--- config.mk ---
export PLATFORM = sky130hd
export DESIGN_NAME = mcu_reset_controller
export DESIGN_NICKNAME = d
export VERILOG_FILES = /design/src/rstc_pkg.sv /design/src/mcu_reset_controller.sv
export SDC_FILE = /design/constraint.sdc
export NUM_CORES = 1
export LEC_CHECK = 0
export ABC_AREA = 1
export BUFFER_PORTS_ARGS = -buffer_cell sky130_fd_sc_hd__buf_2
export CAP_MARGIN = 20
export CORE_MARGIN = 1
export CORE_UTILIZATION = 40
export DETAILED_ROUTE_END_ITERATION = 8
export GPL_ROUTABILITY_DRIVEN = 0
export PLACE_DENSITY = 0.67
export SLEW_MARGIN = 40
export SYNTH_ARGS = -nofsm -noshare
export SYNTH_HDL_FRONTEND = slang
export SYNTH_SLANG_ARGS = --single-unit
--- constraint.sdc ---
create_clock -name i_mclk -period 2.8 [get_ports i_mclk]
set_clock_uncertainty 0.05 [all_clocks]
set_input_delay 0.42 -clock i_mclk [delete_from_list [all_inputs] [get_ports i_mclk]]
set_output_delay 0.42 -clock i_mclk [all_outputs]
set_load 0.01 [all_outputs]
--- src/rstc_pkg.sv ---
// package: constants for the reset controller
package rstc_pkg;
	// ************************************************
	// register map (word offsets, byte addresses)
	// ************************************************
	localparam logic [3:0] ADDR_CAUSE  = 4'h0;   // reset_cause_register
	localparam logic [3:0] ADDR_CTRL   = 4'h4;   // fuses and enables
	localparam logic [3:0] ADDR_STATUS = 4'h8;   // live state, read only
	localparam logic [3:0] ADDR_IRQ    = 4'hC;   // sticky events, read clears
	localparam logic [3:0] ADDR_MASK   = 4'h0;   // mask lives at index 4
	localparam logic [4:0] ADDR_MASK_W = 5'h10;  // mask byte address
	// cause flag positions
	localparam int BIT_PON  = 0;
	localparam int BIT_PIN  = 1;
	localparam int BIT_DRP  = 2;
	localparam int BIT_WDOG = 3;
	localparam int N_SRC    = 4;
	// control field layout
	localparam int CTRL_SUT_LO  = 0;   // startup_time_fuses, 2 bits
	localparam int CTRL_CKS_LO  = 2;   // clock_select_fuses, 4 bits
	localparam int CTRL_DRP_EN  = 6;   // supply_droop_detector enable
	localparam int CTRL_WD_EN   = 7;   // watchdog enable
	localparam int CTRL_WD_IRQ  = 8;   // watchdog interrupt option
	localparam int CTRL_W       = 9;
	localparam logic [CTRL_W-1:0] CTRL_RST = 9'h0_03;
	// timing
	localparam real CLK_MHZ     = 125.0;
	localparam real T_PIN_US    = 2.5;  // pin pulse width, longest
	localparam int  PIN_CYC     = int'($floor(T_PIN_US * CLK_MHZ));
	localparam int  DLY_W       = 24;
	localparam logic [DLY_W-1:0] DLY_BASE = 24'h00_0010;
	localparam logic [31:0] BUS_ZERO = 32'h0000_0000;
	// controller states
	typedef enum logic [1:0] {ST_HOLD, ST_STRETCH, ST_RUN} rst_state_t;
endpackage

--- src/mcu_reset_controller.sv ---
// reset controller: source merge, stretch counter, cause flags, wishbone
//
// Implementation choices: the address map and register access over Wishbone.
`timescale 1ns/1ps
// Notes on behaviour
// - internal reset loads registers, fetch restarts
// - any active source forces pins asynchronously
// - stretch reset until delay counter expires
// - fuse settings choose the stretch length
// - internal reset ORs four sources
// - power-on request follows low-supply detector
// - pin low beyond pulse width raises request
// - watchdog request needs expiry, enable, no-irq
// - droop request needs enable and low supply
// - supply rise starts the delay counter
// - supply loss reasserts reset at once
// - watchdog pulse one cycle, count after it
// - four cause flags, zero-write clears, power-on
module mcu_reset_controller
	import rstc_pkg::*;
#(
	parameter int PIN_CYCLES = rstc_pkg::PIN_CYC
)(
	// clock and reset
	input  wire logic        i_mclk,
	input  wire logic        i_resetn,
	// supply monitors and pins
	input  wire logic        i_supply_low,     // below power_on_threshold
	input  wire logic        i_droop_low,      // below droop_threshold
	input  wire logic        i_pin_resetn,     // external reset pin
	input  wire logic        i_wdog_expired,   // watchdog period elapsed
	// reset outputs
	output logic             o_port_resetn,    // asynchronous port reset
	output logic             o_core_resetn,    // stretched internal reset
	output logic             o_fetch_vector,   // fetch from reset vector
	// wishbone slave
	input  wire logic        i_wb_cyc,
	input  wire logic        i_wb_stb,
	input  wire logic        i_wb_we,
	input  wire logic [4:0]  i_wb_adr,
	input  wire logic [3:0]  i_wb_sel,
	input  wire logic [31:0] i_wb_dat,
	output logic [31:0]      o_wb_dat,
	output logic             o_wb_ack,
	// interrupt
	output logic             o_irq
);
	import rstc_pkg::*;

	// ************************************************
	// state
	// ************************************************
	logic [CTRL_W-1:0] ctrl_r;        // fuses and enables
	logic [N_SRC-1:0]  cause_r;       // reset_cause_register
	logic [N_SRC-1:0]  irq_r;         // sticky events
	logic [N_SRC-1:0]  mask_r;        // interrupt mask
	logic [15:0]       pin_cnt_r;     // pin low filter
	logic              pin_req_r;     // filtered pin request
	logic              wd_exp_r;      // watchdog expiry, delayed
	logic              wd_pulse_r;    // one-cycle watchdog request
	logic [DLY_W-1:0]  dly_cnt_r;     // stretch counter
	rst_state_t        state_r;       // controller state
	logic              ack_r;         // bus answer
	logic [31:0]       rdat_r;        // read data
	logic [N_SRC-1:0]  src_seen_r;    // sources since last release

	// ************************************************
	// source requests
	// ************************************************
	wire por_req   = i_supply_low;
	wire drop_req  = ctrl_r[CTRL_DRP_EN] & i_droop_low;
	wire wd_cond   = i_wdog_expired & ctrl_r[CTRL_WD_EN]
		& ~ctrl_r[CTRL_WD_IRQ];
	wire wd_rise   = wd_cond & ~wd_exp_r;
	wire [N_SRC-1:0] src_vec;
	assign src_vec[BIT_PON]  = por_req;
	assign src_vec[BIT_PIN]  = pin_req_r;
	assign src_vec[BIT_DRP]  = drop_req;
	assign src_vec[BIT_WDOG] = wd_pulse_r;
	wire any_src   = |src_vec;

	// ports forced even without a clock
	assign o_port_resetn = ~(any_src | ~i_pin_resetn | ~i_resetn);

	// ************************************************
	// stretch length from fuses
	// ************************************************
	wire [1:0] sut_f = ctrl_r[CTRL_SUT_LO +: 2];
	wire [3:0] cks_f = ctrl_r[CTRL_CKS_LO +: 4];
	wire [DLY_W-1:0] dly_len = (DLY_BASE << sut_f)
		+ {cks_f, 4'h0};
	wire dly_done = (dly_cnt_r >= dly_len);

	// ************************************************
	// bus decode
	// ************************************************
	wire bus_req   = i_wb_cyc & i_wb_stb & ~ack_r;
	wire bus_wr    = bus_req & i_wb_we & i_wb_sel[0];
	wire hit_cause = (i_wb_adr == {1'b0, ADDR_CAUSE});
	wire hit_ctrl  = (i_wb_adr == {1'b0, ADDR_CTRL});
	wire hit_stat  = (i_wb_adr == {1'b0, ADDR_STATUS});
	wire hit_irq   = (i_wb_adr == {1'b0, ADDR_IRQ});
	wire hit_mask  = (i_wb_adr == ADDR_MASK_W);
	wire rd_irq    = bus_req & ~i_wb_we & hit_irq;
	wire wr_ctrl   = bus_wr & hit_ctrl;
	wire wr_cause  = bus_wr & hit_cause;
	wire wr_mask   = bus_wr & hit_mask;
	wire [N_SRC-1:0] cause_set = src_seen_r & {N_SRC{state_r == ST_HOLD}};
	// a zero written clears a flag, a one leaves it as it is
	wire [N_SRC-1:0] cause_keep = wr_cause ?
		(cause_r & i_wb_dat[N_SRC-1:0]) : cause_r;
	wire [31:0] rd_mux =
		hit_cause ? {28'h000_0000, cause_r} :
		hit_ctrl  ? {23'h00_0000, ctrl_r} :
		hit_stat  ? {26'h000_0000, o_core_resetn, wd_pulse_r,
			pin_req_r, drop_req, por_req, any_src} :
		hit_irq   ? {28'h000_0000, irq_r} :
		hit_mask  ? {28'h000_0000, mask_r} : BUS_ZERO;

	// ************************************************
	// pin filter: low for longer than the pulse width
	// ************************************************
	always_ff @(posedge i_mclk or negedge i_resetn)
	begin
		if (!i_resetn)
		begin
			pin_cnt_r <= 16'h0000;
			pin_req_r <= 1'b0;
		end
		else if (i_pin_resetn)
		begin
			pin_cnt_r <= 16'h0000;                          // pin released
			pin_req_r <= 1'b0;
		end
		else if (pin_cnt_r >= 16'(PIN_CYCLES))
			pin_req_r <= 1'b1;
		else
			pin_cnt_r <= pin_cnt_r + 16'h0001;
	end

	// ************************************************
	// watchdog pulse, one clock long
	// ************************************************
	always_ff @(posedge i_mclk or negedge i_resetn)
	begin
		if (!i_resetn)
		begin
			wd_exp_r   <= 1'b0;
			wd_pulse_r <= 1'b0;
		end
		else
		begin
			wd_exp_r   <= wd_cond;
			wd_pulse_r <= wd_rise;
		end
	end

	// ************************************************
	// stretch state machine
	// ************************************************
	always_ff @(posedge i_mclk or negedge i_resetn)
	begin
		if (!i_resetn)
		begin
			state_r    <= ST_HOLD;
			dly_cnt_r  <= '0;
			src_seen_r <= '0;
		end
		else if (any_src)
		begin
			state_r    <= ST_HOLD;
			dly_cnt_r  <= '0;
			src_seen_r <= src_seen_r | src_vec;
		end
		else
		begin
			case (state_r)
				ST_HOLD:
				begin
					state_r   <= ST_STRETCH;
					dly_cnt_r <= '0;
					src_seen_r <= '0;
				end
				ST_STRETCH:
					if (dly_done)
						state_r <= ST_RUN;
					else
						dly_cnt_r <= dly_cnt_r + 1'b1;
				ST_RUN:
					state_r <= ST_RUN;
				default:
					state_r <= ST_HOLD;
			endcase
		end
	end

	// internal reset held outside run state
	assign o_core_resetn  = (state_r == ST_RUN) & ~any_src;
	assign o_fetch_vector = (state_r == ST_STRETCH) & dly_done;

	// ************************************************
	// cause flags, set wins over software clear
	// ************************************************
	always_ff @(posedge i_mclk or negedge i_resetn)
	begin
		if (!i_resetn)
			cause_r <= '0;
		else if (cause_set[BIT_PON])
			cause_r <= 4'h1 << BIT_PON;
		else
			cause_r <= cause_keep | cause_set;
	end

	// ************************************************
	// control, mask, sticky interrupt status
	// ************************************************
	always_ff @(posedge i_mclk or negedge i_resetn)
	begin
		if (!i_resetn)
		begin
			ctrl_r <= CTRL_RST;
			mask_r <= '0;
			irq_r  <= '0;
		end
		else
		begin
			if (wr_ctrl)
				ctrl_r <= i_wb_dat[CTRL_W-1:0];
			if (wr_mask)
				mask_r <= i_wb_dat[N_SRC-1:0];
			irq_r <= (rd_irq ? '0 : irq_r) | cause_set;     // set wins
		end
	end

	assign o_irq = |(irq_r & mask_r);

	// ************************************************
	// bus answer, one cycle after the request
	// ************************************************
	always_ff @(posedge i_mclk or negedge i_resetn)
	begin
		if (!i_resetn)
		begin
			ack_r  <= 1'b0;
			rdat_r <= BUS_ZERO;
		end
		else
		begin
			ack_r  <= bus_req;
			rdat_r <= bus_req ? rd_mux : rdat_r;
		end
	end

	assign o_wb_ack = ack_r;
	assign o_wb_dat = rdat_r;
endmodule

Word level (Yosys, flattened, before mapping)
Index checks and enable logic that the tools add are counted.

Register bits: 103. Latch bits: 0. RAM bits: 0. Memory bits (read-only): 0. Input bits: 50. Output and inout port bits: 37. Word-level logic and storage cells: 87. Memories kept: 0.

$add $sub $neg: 3. Multipliers: 0. Divide/modulo/power cells: 0. $lt $le $gt $ge: 2. Equal/unequal tests: 9. Shifts and indexed selects: 1. Multiplexer cells: 20. Bitwise operators: 31. Reduce and logical (&&, ||, !) cells: 8.

Operators with widths (count): $mux W24 (2); $pmux W24 S2 (1); $mux W16 (2); $mux W4 (7); $add A24 B1 Y24 const B (1); $add A24 B8 Y24 (1); $ge A24 B24 Y1 (1); $shl A5 B2 Y24 const A (1); $mux W9 (2); $add A16 B1 Y16 const B (1); $ge A16 B9 Y1 const B (1); $and A1 B1 Y1 (15); $and A4 B4 Y4 (3); $or A4 B4 Y4 (3); $eq A5 B4 Y1 const B (2); $not A1 Y1 (8); $reduce_or A4 Y1 (2); $mux W6 (1); $ne A3 B3 Y1 const B (2); $pmux W2 S3 (1); $eq A5 B3 Y1 const B (1); $eq A5 B5 Y1 const B (1); $logic_not A5 Y1 (1); $mux W2 (2); other kinds (9) (12).

Longest topological paths before layout
Gate-level depths: netlist (run 1).

Word-level depth: 8. Depth in mapped cells: 17.

Worst setup path before layout (run 1)
OpenSTA, ideal clock, no wires.

Kind: register to output. From: register ctrl_r[1]. To: output o_fetch_vector. Arrival: 2.069 ns. Data required time: 2.330 ns. Path slack: 0.261 ns. Stages on the path, launching flop included: 12. Path buffers: 0. Path through: dfstp_2 -> nor2_1 -> ha_1 -> fa_1 -> xnor2_1 -> ha_1 -> nand2_1 -> inv_1 -> nand2_1 -> nand3_1 -> nand2_1 -> a21oi_1.

Longest elaborated chain between the ends: 4.

Ends and longest elaborated chain: from (decl) (line mcu_reset_controller.sv:53) `logic [CTRL_W-1:0] ctrl_r;`; from (signal assigned) (line mcu_reset_controller.sv:228) `ctrl_r <= i_wb_dat[CTRL_W-1:0];`; $shl A5 B2 Y24 (line mcu_reset_controller.sv:90) `wire [DLY_W-1:0] dly_len = (DLY_BASE << sut_f)`; $add A24 B8 Y24 (line mcu_reset_controller.sv:91) `+ {cks_f, 4'h0};`; $ge A24 B24 Y1 (line mcu_reset_controller.sv:92) `wire dly_done = (dly_cnt_r >= dly_len);`; $and A1 B1 Y1 (line mcu_reset_controller.sv:199) `assign o_fetch_vector = (state_r == ST_STRETCH) & dly_done;`; to (decl) (line mcu_reset_controller.sv:35) `output logic o_fetch_vector,`.

No other way between the ends.

Final worst setup path (run 1)
Ends and elaborated chain as after synthesis.

==> impl_metrics.py, run 1 <==
metrics = {
    "finish": {
        "regArea_sq_um": 2000,
        "syn_to_final_growth_pct": 18.2,
        "fill_cells": 999,
        "fin_cells": 721,
        "final_area_sq_um": 5100,
        "nets": 647,
        "antenna_cells": 0,
        "drive_gt1_share_pct": 23.4,
        "multiInputGateArea_sq_um": 2080,
    },
    "drt": {
        "drc": 0,
        "vias": 3502,
        "ant_nets": 0,
        "firstDrtPassIters": 4,
        "via_per_inst": 4.86,
        "totalWireLength_mm": 9.34,
        "drt_iter0_markers": 97,
        "wl_per_cell_um": 12.9,
    },
    "timing": {
        "max_freq_mhz": 321,
        "rsz0062_at_grt": "true",
        "slew_headroom_pct": 41.4,
        "hold_viol_final": 0,
        "tightest_slew_ps": 878,
        "fin_ws_ps": -314,
        "finalCritPeriodShare_pct": 111,
        "finalCriticalPeriod_ps": 3110,
        "setup_violations": 25,
        "drv_slew": 0,
    },
    "status": {
        "violations": "negative setup slack",
        "status": "complete, but fails checks",
    },
    "global_routing": {
        "overflow": 0,
        "grtUsageTotal_pct": 17.1,
        "grt_max_degree": 53,
        "grt_pass1_vias": 3411,
        "antenna_found_initial": 0,
        "grt_pass1_wl_mm": 15.3,
    },
    "floorplanning": {
        "start_util_pct": 41.6,
        "dieArea_sq_um": 11200,
        "die-width_um": 106,
        "row_count": 37,
        "io-pin-count": 87,
        "dieHeight_um": 106,
        "coreArea_sq_um": 10400,
    },
    "placed_design": {
        "io_buffers": 37,
        "dp_cells": 696,
        "hpwl_mm": 6.42,
        "dpl_cell_area_sq_um": 4560,
    },
    "worst_setup_path": {
        "worstSetupPathType": "reg -> out",
        "worstPathRequired_ps": 2330,
        "startpoint_type": "flip-flop",
        "crit_path_max_fanout": 5,
        "end_kind": "output pin",
        "crit_arrival_ps": 2640,
        "rrSetupSlack_ps": -250,
    },
    "clock_tree": {
        "cts_root_buf": "clkbuf_8",
        "cts_htree_levels": 3,
        "clock_path_buffers": 2,
        "cts_tree": "yes",
        "clock-sinks": 80,
        "clk_latency_ps": 350,
        "cts_buffers": 9,
        "clk_transition_reported_paths_ps": 80,
    },
    "run": {
        "maxCapViolCount": 0,
    },
    "yosys": {
        "synth-edff-count": 0,
        "synthMostInstantiatedCell": "nand2_1",
        "synth_top_area_share_pct": 45.2,
        "yosysSeqAreaShare_pct": 46.5,
        "synthTopCellsByCount": "nand2_1 (115), dfrtp_1 (78), inv_1 (77), nor2_1 (61), nand3_1 (33)",
        "synth.avg_cell_area_sq_um": 8.16,
        "synth.distinct_cells": 39,
        "ys.flop_type": "dfrtp_1",
        "yosysWarningCount": 0,
        "synth_area_sq_um": 4310,
        "yosys-top-cells-area": "dfrtp_1 (45%), nand2_1 (10%), inv_1 (6.7%)",
        "ys_async_sr_fraction_pct": 100,
        "yosys.area.top_type": "dfrtp_1",
        "yosys_register_bits": 80,
        "syn_inst": 529,
    },
    "hold_path": {
        "hold_path.class": "in -> reg",
    },
    "pwr": {
        "powerDensity_nw_per_um2": 472,
        "power_leakage_uw": 0.00256,
        "peakVddDrop_v": 0.000395,
    },
}
## cells in the final DEF (no fill, tap or decap), types with 5 or more instances in the layout
| cell | n |
|---|---|
| nand2_1 | 107 |
| dfrtp_1 | 78 |
| inv_1 | 73 |
| nor2_1 | 58 |
| buf_2 | 36 |
| nand3_1 | 27 |
| o21ai_0 | 24 |
| conb_1 | 23 |
| a21oi_2 | 13 |
| ha_1 | 12 |
| clkbuf_8 | 12 |
| a21oi_1 | 11 |
| nand4_1 | 11 |
| nand2_2 | 9 |
| buf_4 | 8 |
| nand3_2 | 7 |
| a21boi_2 | 6 |
| inv_2 | 6 |
| nor3_1 | 5 |
| nor2_4 | 5 |
| nor2_2 | 5 |
| o21ai_2 | 5 |
## power by group
group	switching [uW]	internal (uW)
Combinational	167	81.2
Clock	442	495
Sequential	28.8	1190
Total	638	1770
## sequential cells by signal (all words and copies together), names as in the netlist
name / count
cause_r: 4
ctrl_r: 9
dly_cnt_r: 24
irq_r: 4
mask_r: 4
o_wb_ack: 1
o_wb_dat: 9
pin_cnt_r: 16
pin_req_r: 1
src_seen_r: 4
state_r: 2
wd_exp_r: 1
wd_pulse_r: 1
## worst paths after layout
| check | to | start | cells after the start |
|---|---|---|---|
| min | ctrl_r[8] | i_wb_dat[8] | 3 |
| min in group asynchronous | irq_r[0] | i_resetn | 2 |
| max in group asynchronous | ctrl_r[5] | i_resetn | 3 |
| max | o_fetch_vector | ctrl_r[1] | 12 |
| max reg2reg | dly_cnt_r[8] | ctrl_r[1] | 17 |
| min reg2reg | wd_pulse_r | wd_exp_r | 1 |
## timing repair
action / in CTS / in global routing
endpoints found under the setup margin: 1 / 27
hold buffers: 1 / 0
resized for setup: 12 / 44
endpoints found under the hold margin: 28 / 0
gates cloned: 0 / 2
pin swaps: 3 / 25
buffers inserted: 2 / 4
## critical path: stages (launching register included)
cell and delay, ps:
dfstp_2 610, nor2_2 50, ha_2 180, fa_2 530, inv_2 50, ha_4 260
nand2_1 50, inv_1 60, nand2_2 60, nand3_2 70, nand2_2 60, a21oi_2 170
buf_2 150
## per-layer routing
layer | track usage (%) | vias up | routed length [um]
met3 | 3.22 | 17 | 329
li1 | - | 1728 | -
met2 | 27.5 | 84 | 4510
met1 | 22.3 | 1673 | 4310
met4 | 7.74 | 0 | 183
met5 | 0 | - | 0
## per-stage QoR
step	util [%]	setup WS, ps	setup TNS, ps	power (uW)	hold slack (ps)
global route	49.2	-429	-8220	2500	257
floorplan	-	261	0	1390	74.4
global placement	44.0	18.6	0	1460	310
detailed placement	44.0	-3.96	-3.96	1470	309
CTS	46.8	-301	-341	2410	243
finish	49.2	-314	-4870	2410	257
## cells by family (layout without fill, tap and decap cells)
kind of cell	Yosys count	after routing	share of synthesized area, %
XOR/XNOR	5	5	1.02
other	1	23	0.0869
AND/OR/NAND/NOR	243	244	25.1
adder cells (fa/ha/maj)	17	17	5.10
flip-flops	80	80	46.5
buffers and inverters	112	145	12.5
AO/OA/AOI/OAI	71	71	9.80
## cell type report
| cell class | instances | area share (%) |
|---|---|---|
| clock buffer | 12 | 3.24 |
| clock inverter | 4 | 1.10 |
| timing repair buffer | 49 | 6.23 |
| inverter | 80 | 5.94 |
| multi-input combinational | 360 | 40.8 |
| tap | 136 | 3.34 |
| sequential | 80 | 39.3 |
Note: power is estimated with default switching activity, not from simulation.
==> inputs of run 2 (changes only) <==
--- a/config.mk
+++ b/config.mk
@@ -8,7 +8,7 @@
 export ABC_AREA = 1
 export BUFFER_PORTS_ARGS = -buffer_cell sky130_fd_sc_hd__buf_2
 export CAP_MARGIN = 20
-export CORE_MARGIN = 1
+export CORE_MARGIN = 2
 export CORE_UTILIZATION = 40
 export DETAILED_ROUTE_END_ITERATION = 8
 export GPL_ROUTABILITY_DRIVEN = 0
==> run 2 against run 1 <==
The flow still finishes with violations (negative setup slack). Non-clock buffer count is 1 lower. Register-to-register slack better by 330 ps. First-iteration DRC count rose by 61%. Flip-flop and latch count did not move. Global-route usage down 0.84 points. Largest power group unchanged. Highest routed layer unchanged. Cell area is 3.5% lower. Core utilization is 1.9 points lower. Die area up 3.8%. Via count fell by 2.7%. Largest cell class is now flip-flops and latches.
==> impl_metrics.py, run 2 (same netlist as run 1, synthesis figures left out) <==
metrics = {
    "global_routing": {
        "grt_max_degree": 54,
        "antenna_found_initial": 0,
        "grt_pass1_wl_mm": 15.1,
        "overflow": 0,
        "grtUsageTotal_pct": 16.3,
        "grt_pass1_vias": 3355,
    },
    "timing": {
        "setup_violations": 1,
        "max_freq_mhz": 321,
        "finalCriticalPeriod_ps": 3110,
        "tns_ps": -310,
        "whs_ps": 252,
        "rsz0062_at_grt": "true",
        "hold_viol_final": 0,
        "finalCritPeriodShare_pct": 111,
        "fin_ws_ps": -310,
        "drv_slew": 0,
        "tightest_slew_ps": 646,
        "slew_headroom_pct": 57.0,
    },
    "finish": {
        "mostFrequentLayoutCells": "nand2_1 (113), dfrtp_1 (78), inv_1 (74)",
        "syn_to_final_growth_pct": 14.0,
        "final_area_sq_um": 4920,
        "antenna_cells": 0,
        "final_common_cell": "nand2_1",
        "drive_gt1_share_pct": 18.5,
        "largest_reg_flops": 24,
        "nets": 645,
        "post-route-util_pct": 47.2,
        "reg.largest.list": "dly_cnt_r (24), pin_cnt_r (16)",
        "top_register": "dly_cnt_r",
    },
    "clock_tree": {
        "cts_tree": "yes",
        "clock_path_buffers": 2,
        "cts_root_buf": "clkbuf_8",
        "clock-sinks": 80,
        "cts_buffers": 9,
        "cts_htree_levels": 3,
        "clk_latency_ps": 360,
        "clk_transition_reported_paths_ps": 80,
    },
    "drt": {
        "drc": 0,
        "totalWireLength_mm": 8.71,
        "firstDrtPassIters": 4,
        "drt_iter0_markers": 156,
        "via_per_inst": 4.74,
        "vias": 3407,
        "wl_per_cell_um": 12.1,
        "ant_nets": 0,
    },
    "hold_path": {
        "hold_depth": 3,
        "hold_path.class": "in -> reg",
    },
    "floorplanning": {
        "row_count": 37,
        "dieHeight_um": 108,
        "start_util_pct": 41.4,
        "die-width_um": 108,
        "io-pin-count": 87,
        "dieArea_sq_um": 11600,
        "coreArea_sq_um": 10400,
    },
    "worst_setup_path": {
        "worstSetupPathType": "reg -> out",
        "startpoint_type": "flip-flop",
        "crit_arrival_ps": 2640,
        "reg2reg_depth": 16,
        "end_kind": "output pin",
        "crit_path_max_fanout": 5,
        "worstPathRequired_ps": 2330,
    },
    "run": {
        "maxCapViolCount": 0,
    },
    "placed_design": {
        "dpl_cell_area_sq_um": 4580,
        "hpwl_mm": 6.37,
        "io_buffers": 37,
    },
    "pwr": {
        "powerDensity_nw_per_um2": 478,
        "power_leakage_uw": 0.00254,
        "peakVddDrop_v": 0.000220,
    },
    "status": {
        "status": "complete, but fails checks",
        "violations": "negative setup slack",
    },
}
==> run 2: timing repair <==
item | CTS | global route
hold buffers | 1 | 0
resized for setup | 7 | 15
pin swaps | 1 | 6
endpoints found under the setup margin | 1 | 25
cloned | 0 | 1
setup buffers | 0 | 3
endpoints found under the hold margin | 27 | 0
==> run 2: worst paths after layout <==
check                           slack [ps]        endpoint   startpoint
worst max-delay path                  -310  o_fetch_vector    ctrl_r[1]
worst min-delay path                   250       ctrl_r[8]  i_wb_dat[8]
worst max register to register          80    dly_cnt_r[4]    ctrl_r[1]
worst min register to register         370      wd_pulse_r     wd_exp_r
max in group asynchronous             1250    dly_cnt_r[0]     i_resetn
min in group asynchronous              460        irq_r[0]     i_resetn
==> run 2: cell type report <==
class | count | area, sq um
clock buffers | 11 | 151
clock inverters | 5 | 63.8
fillers | 992 | 5500
inverters | 80 | 303
multi-input cells | 359 | 1920
flip-flops and latches | 80 | 2000
well taps | 136 | 170
repair buffers | 48 | 310
==> run 2: per-stage QoR <==
stage | std cells | worst slack [ps] | total power [uW]
after floorplan | 551 | 261 | 1390
after global placement | 698 | 21.6 | 1460
after detailed placement | 698 | -12.0 | 1470
after CTS | 715 | -281 | 2370
after global routing | 719 | -432 | 2460
final | 719 | -310 | 2350
==> run 2: worst max-delay path, stage by stage (launching register included) <==
cell	delay [ps]
dfstp_2	570
nor2_2	50
buf_4	120
buf_4	120
fa_2	520
inv_2	50
ha_4	260
nand2_1	40
inv_1	60
nand2_2	60
nand3_2	70
nand2_2	60
a21oi_2	160
buf_2	150
==> run 2: power by group <==
| group | total, uW | switching, uW | internal, uW | leakage, uW |
|---|---|---|---|---|
| logic | 234 | 158 | 76.5 | 0.00139 |
| registers | 1220 | 26.6 | 1190 | 0.00104 |
| clock network | 900 | 432 | 468 | 0.000111 |
| total | 2350 | 616 | 1740 | 0.00254 |
==> run 2: routing by layer <==
layer / global-route usage, % / wire, um / vias to the layer above
met4: 7.42 / 178 / 0
met5: 0 / 0 / -
li1: - / - / 1721
met3: 2.48 / 333 / 15
met1: 21.5 / 4150 / 1586
met2: 26.2 / 4050 / 85
==> inputs of run 3 (changes only) <==
--- a/config.mk
+++ b/config.mk
@@ -8,6 +8,7 @@
 export ABC_AREA = 1
 export BUFFER_PORTS_ARGS = -buffer_cell sky130_fd_sc_hd__buf_2
 export CAP_MARGIN = 20
+export CORE_ASPECT_RATIO = 1.75
 export CORE_MARGIN = 2
 export CORE_UTILIZATION = 40
 export DETAILED_ROUTE_END_ITERATION = 8
==> run 3 against run 2 <==
The run still ends with negative setup slack left. Critical path depth shrank 1. Clock-buffer cell count grew 1. Cell area grew 4.0%. Core utilization grew 0.87 points. Die area grew 0.29%. Sequential share of layout area shrank 1.6 points. Hold slack gained 16 ps. First-iteration DRC count grew 5.8%. Largest power group unchanged. Highest routed layer unchanged.
==> impl_metrics.py, run 3 (same netlist as run 1, synthesis figures left out) <==
metrics = {
    "finish": {
        "post-route-util_pct": 48.1,
        "drive_gt1_share_pct": 22.7,
        "mostFrequentLayoutCells": "nand2_1 (108), dfrtp_1 (78), inv_1 (72)",
        "fill_cells": 1057,
        "antenna_cells": 0,
        "top_register": "dly_cnt_r",
        "largest_reg_flops": 24,
        "nets": 649,
        "fin_cells": 717,
        "reg.largest.list": "dly_cnt_r (24), pin_cnt_r (16)",
        "syn_to_final_growth_pct": 18.6,
        "final_common_cell": "nand2_1",
    },
    "placed_design": {
        "dpl_worst_slack_ps": 0.423,
        "dp_cells": 692,
        "hpwl_mm": 7.14,
        "io_buffers": 37,
    },
    "floorplanning": {
        "dieArea_sq_um": 11700,
        "coreArea_sq_um": 10600,
        "row_count": 50,
        "io-pin-count": 87,
        "start_util_pct": 40.6,
        "dieHeight_um": 141,
        "die-width_um": 82.5,
    },
    "drt": {
        "ant_nets": 0,
        "drc": 0,
        "totalWireLength_mm": 9.64,
        "wl_per_cell_um": 13.4,
        "vias": 3529,
        "firstDrtPassIters": 4,
        "drt_iter0_markers": 165,
        "via_per_inst": 4.92,
    },
    "timing": {
        "tightest_slew_ps": 736,
        "hold_viol_final": 0,
        "setup_violations": 27,
        "rsz0062_at_grt": "true",
        "drv_slew": 0,
        "finalCriticalPeriod_ps": 3080,
        "finalCritPeriodShare_pct": 110,
        "fin_ws_ps": -278,
        "max_freq_mhz": 325,
        "slew_headroom_pct": 50.9,
        "tns_ps": -3360,
    },
    "clock_tree": {
        "clock-sinks": 80,
        "clock_path_buffers": 2,
        "clk_latency_ps": 330,
        "clk_transition_reported_paths_ps": 60,
        "cts_root_buf": "clkbuf_16",
        "cts_htree_levels": 3,
        "cts_buffers": 9,
        "cts_tree": "yes",
    },
    "hold_path": {
        "hold_depth": 2,
        "hp-start": "i_supply_low",
        "hold_path.class": "in -> reg",
        "holdPathEnd": "src_seen_r[0]",
    },
    "worst_setup_path": {
        "worstSetupPathType": "reg -> out",
        "worstPathRequired_ps": 2330,
        "crit_path_max_fanout": 4,
        "rrSetupSlack_ps": -180,
        "startpoint_type": "flip-flop",
        "reg2reg_from": "ctrl_r[1]",
        "crit_arrival_ps": 2610,
        "reg2reg_depth": 17,
        "end_kind": "output pin",
        "r2r_end": "dly_cnt_r[5]",
    },
    "global_routing": {
        "overflow": 0,
        "use_met2_pct": 31.2,
        "antenna_found_initial": 0,
        "grt_pass1_wl_mm": 15.8,
        "use_met3_pct": 2.48,
        "grt_pass1_vias": 3520,
        "grtUsageMet1_pct": 19.4,
        "grt_max_degree": 60,
        "grtUsageTotal_pct": 17.6,
        "busiest_layer": "met2",
    },
    "pwr": {
        "fin_total_pwr_uw": 2530,
        "powerDensity_nw_per_um2": 495,
        "power_leakage_uw": 0.00259,
        "peakVddDrop_v": 0.000288,
    },
    "status": {
        "status": "complete, but fails checks",
        "violations": "negative setup slack",
    },
    "run": {
        "maxCapViolCount": 0,
    },
}
run 3: cell types whose count changed in the layout (fill, tap and decap cells not counted), sizes merged:
cell and change:
buf +3, bufinv -1, clkbuf +1, nand2 +1, clkinv -2, clkinvlp +2
run 3: routing by layer:
layer | part of all wire (%) | vias up
li1 | - | 1731
met1 | 37 | 1665
met2 | 54 | 89
met3 | 3.4 | 44
met4 | 5.5 | 0
met5 | 0 | -
run 3: critical path: stages, from the launching register on:
cell	delay [ps]
dfstp_2	590
nor2_2	60
ha_2	180
fa_2	540
inv_2	50
ha_4	260
nand2_1	50
nand2_1	50
nand2_1	60
nand3_2	90
nand2_2	70
a21oi_2	150
buf_2	140
run 3: how the worst max path moves through the flow:
stage                   start              to  slack [ps]
CTS                 ctrl_r[1]  o_fetch_vector        -190
global route        ctrl_r[0]  o_fetch_vector        -370
global placement    ctrl_r[1]  o_fetch_vector          30
finish              ctrl_r[1]  o_fetch_vector        -280
floorplan           ctrl_r[1]  o_fetch_vector         260
detailed placement  ctrl_r[1]  o_fetch_vector         0.4
run 3: area by class of cell:
| class | instances | area (sq um) | area share [%] |
|---|---|---|---|
| multi-input cells | 360 | 2040 | 39.9 |
| flip-flops and latches | 80 | 2000 | 39.2 |
| repair buffers | 51 | 328 | 6.41 |
| inverters | 80 | 303 | 5.92 |
| clock buffers | 12 | 246 | 4.82 |
| well taps | 130 | 163 | 3.18 |
| clock inverters | 4 | 28.8 | 0.562 |
run 3: repair_timing:
item / CTS / global route
pin swaps: 4 / 23
hold endpoints to repair: 21 / 0
hold buffers: 1 / 0
gates resized for setup: 8 / 45
setup buffers: 4 / 2
gates cloned: 0 / 2
setup endpoints to repair: 1 / 27
run 3: power by group:
part           internal [uW]  switching, uW  total (uW)
Combinational           79.9            165         245
Clock                    626            443        1070
Sequential              1190           26.0        1220
run 3: stage by stage:
step / hold slack, ps / area [sq um]
global route: 271 / 5120
global placement: 271 / 4560
detailed placement: 277 / 4560
finish: 268 / 5120
floorplan: 74.4 / 4400
CTS: 258 / 4900
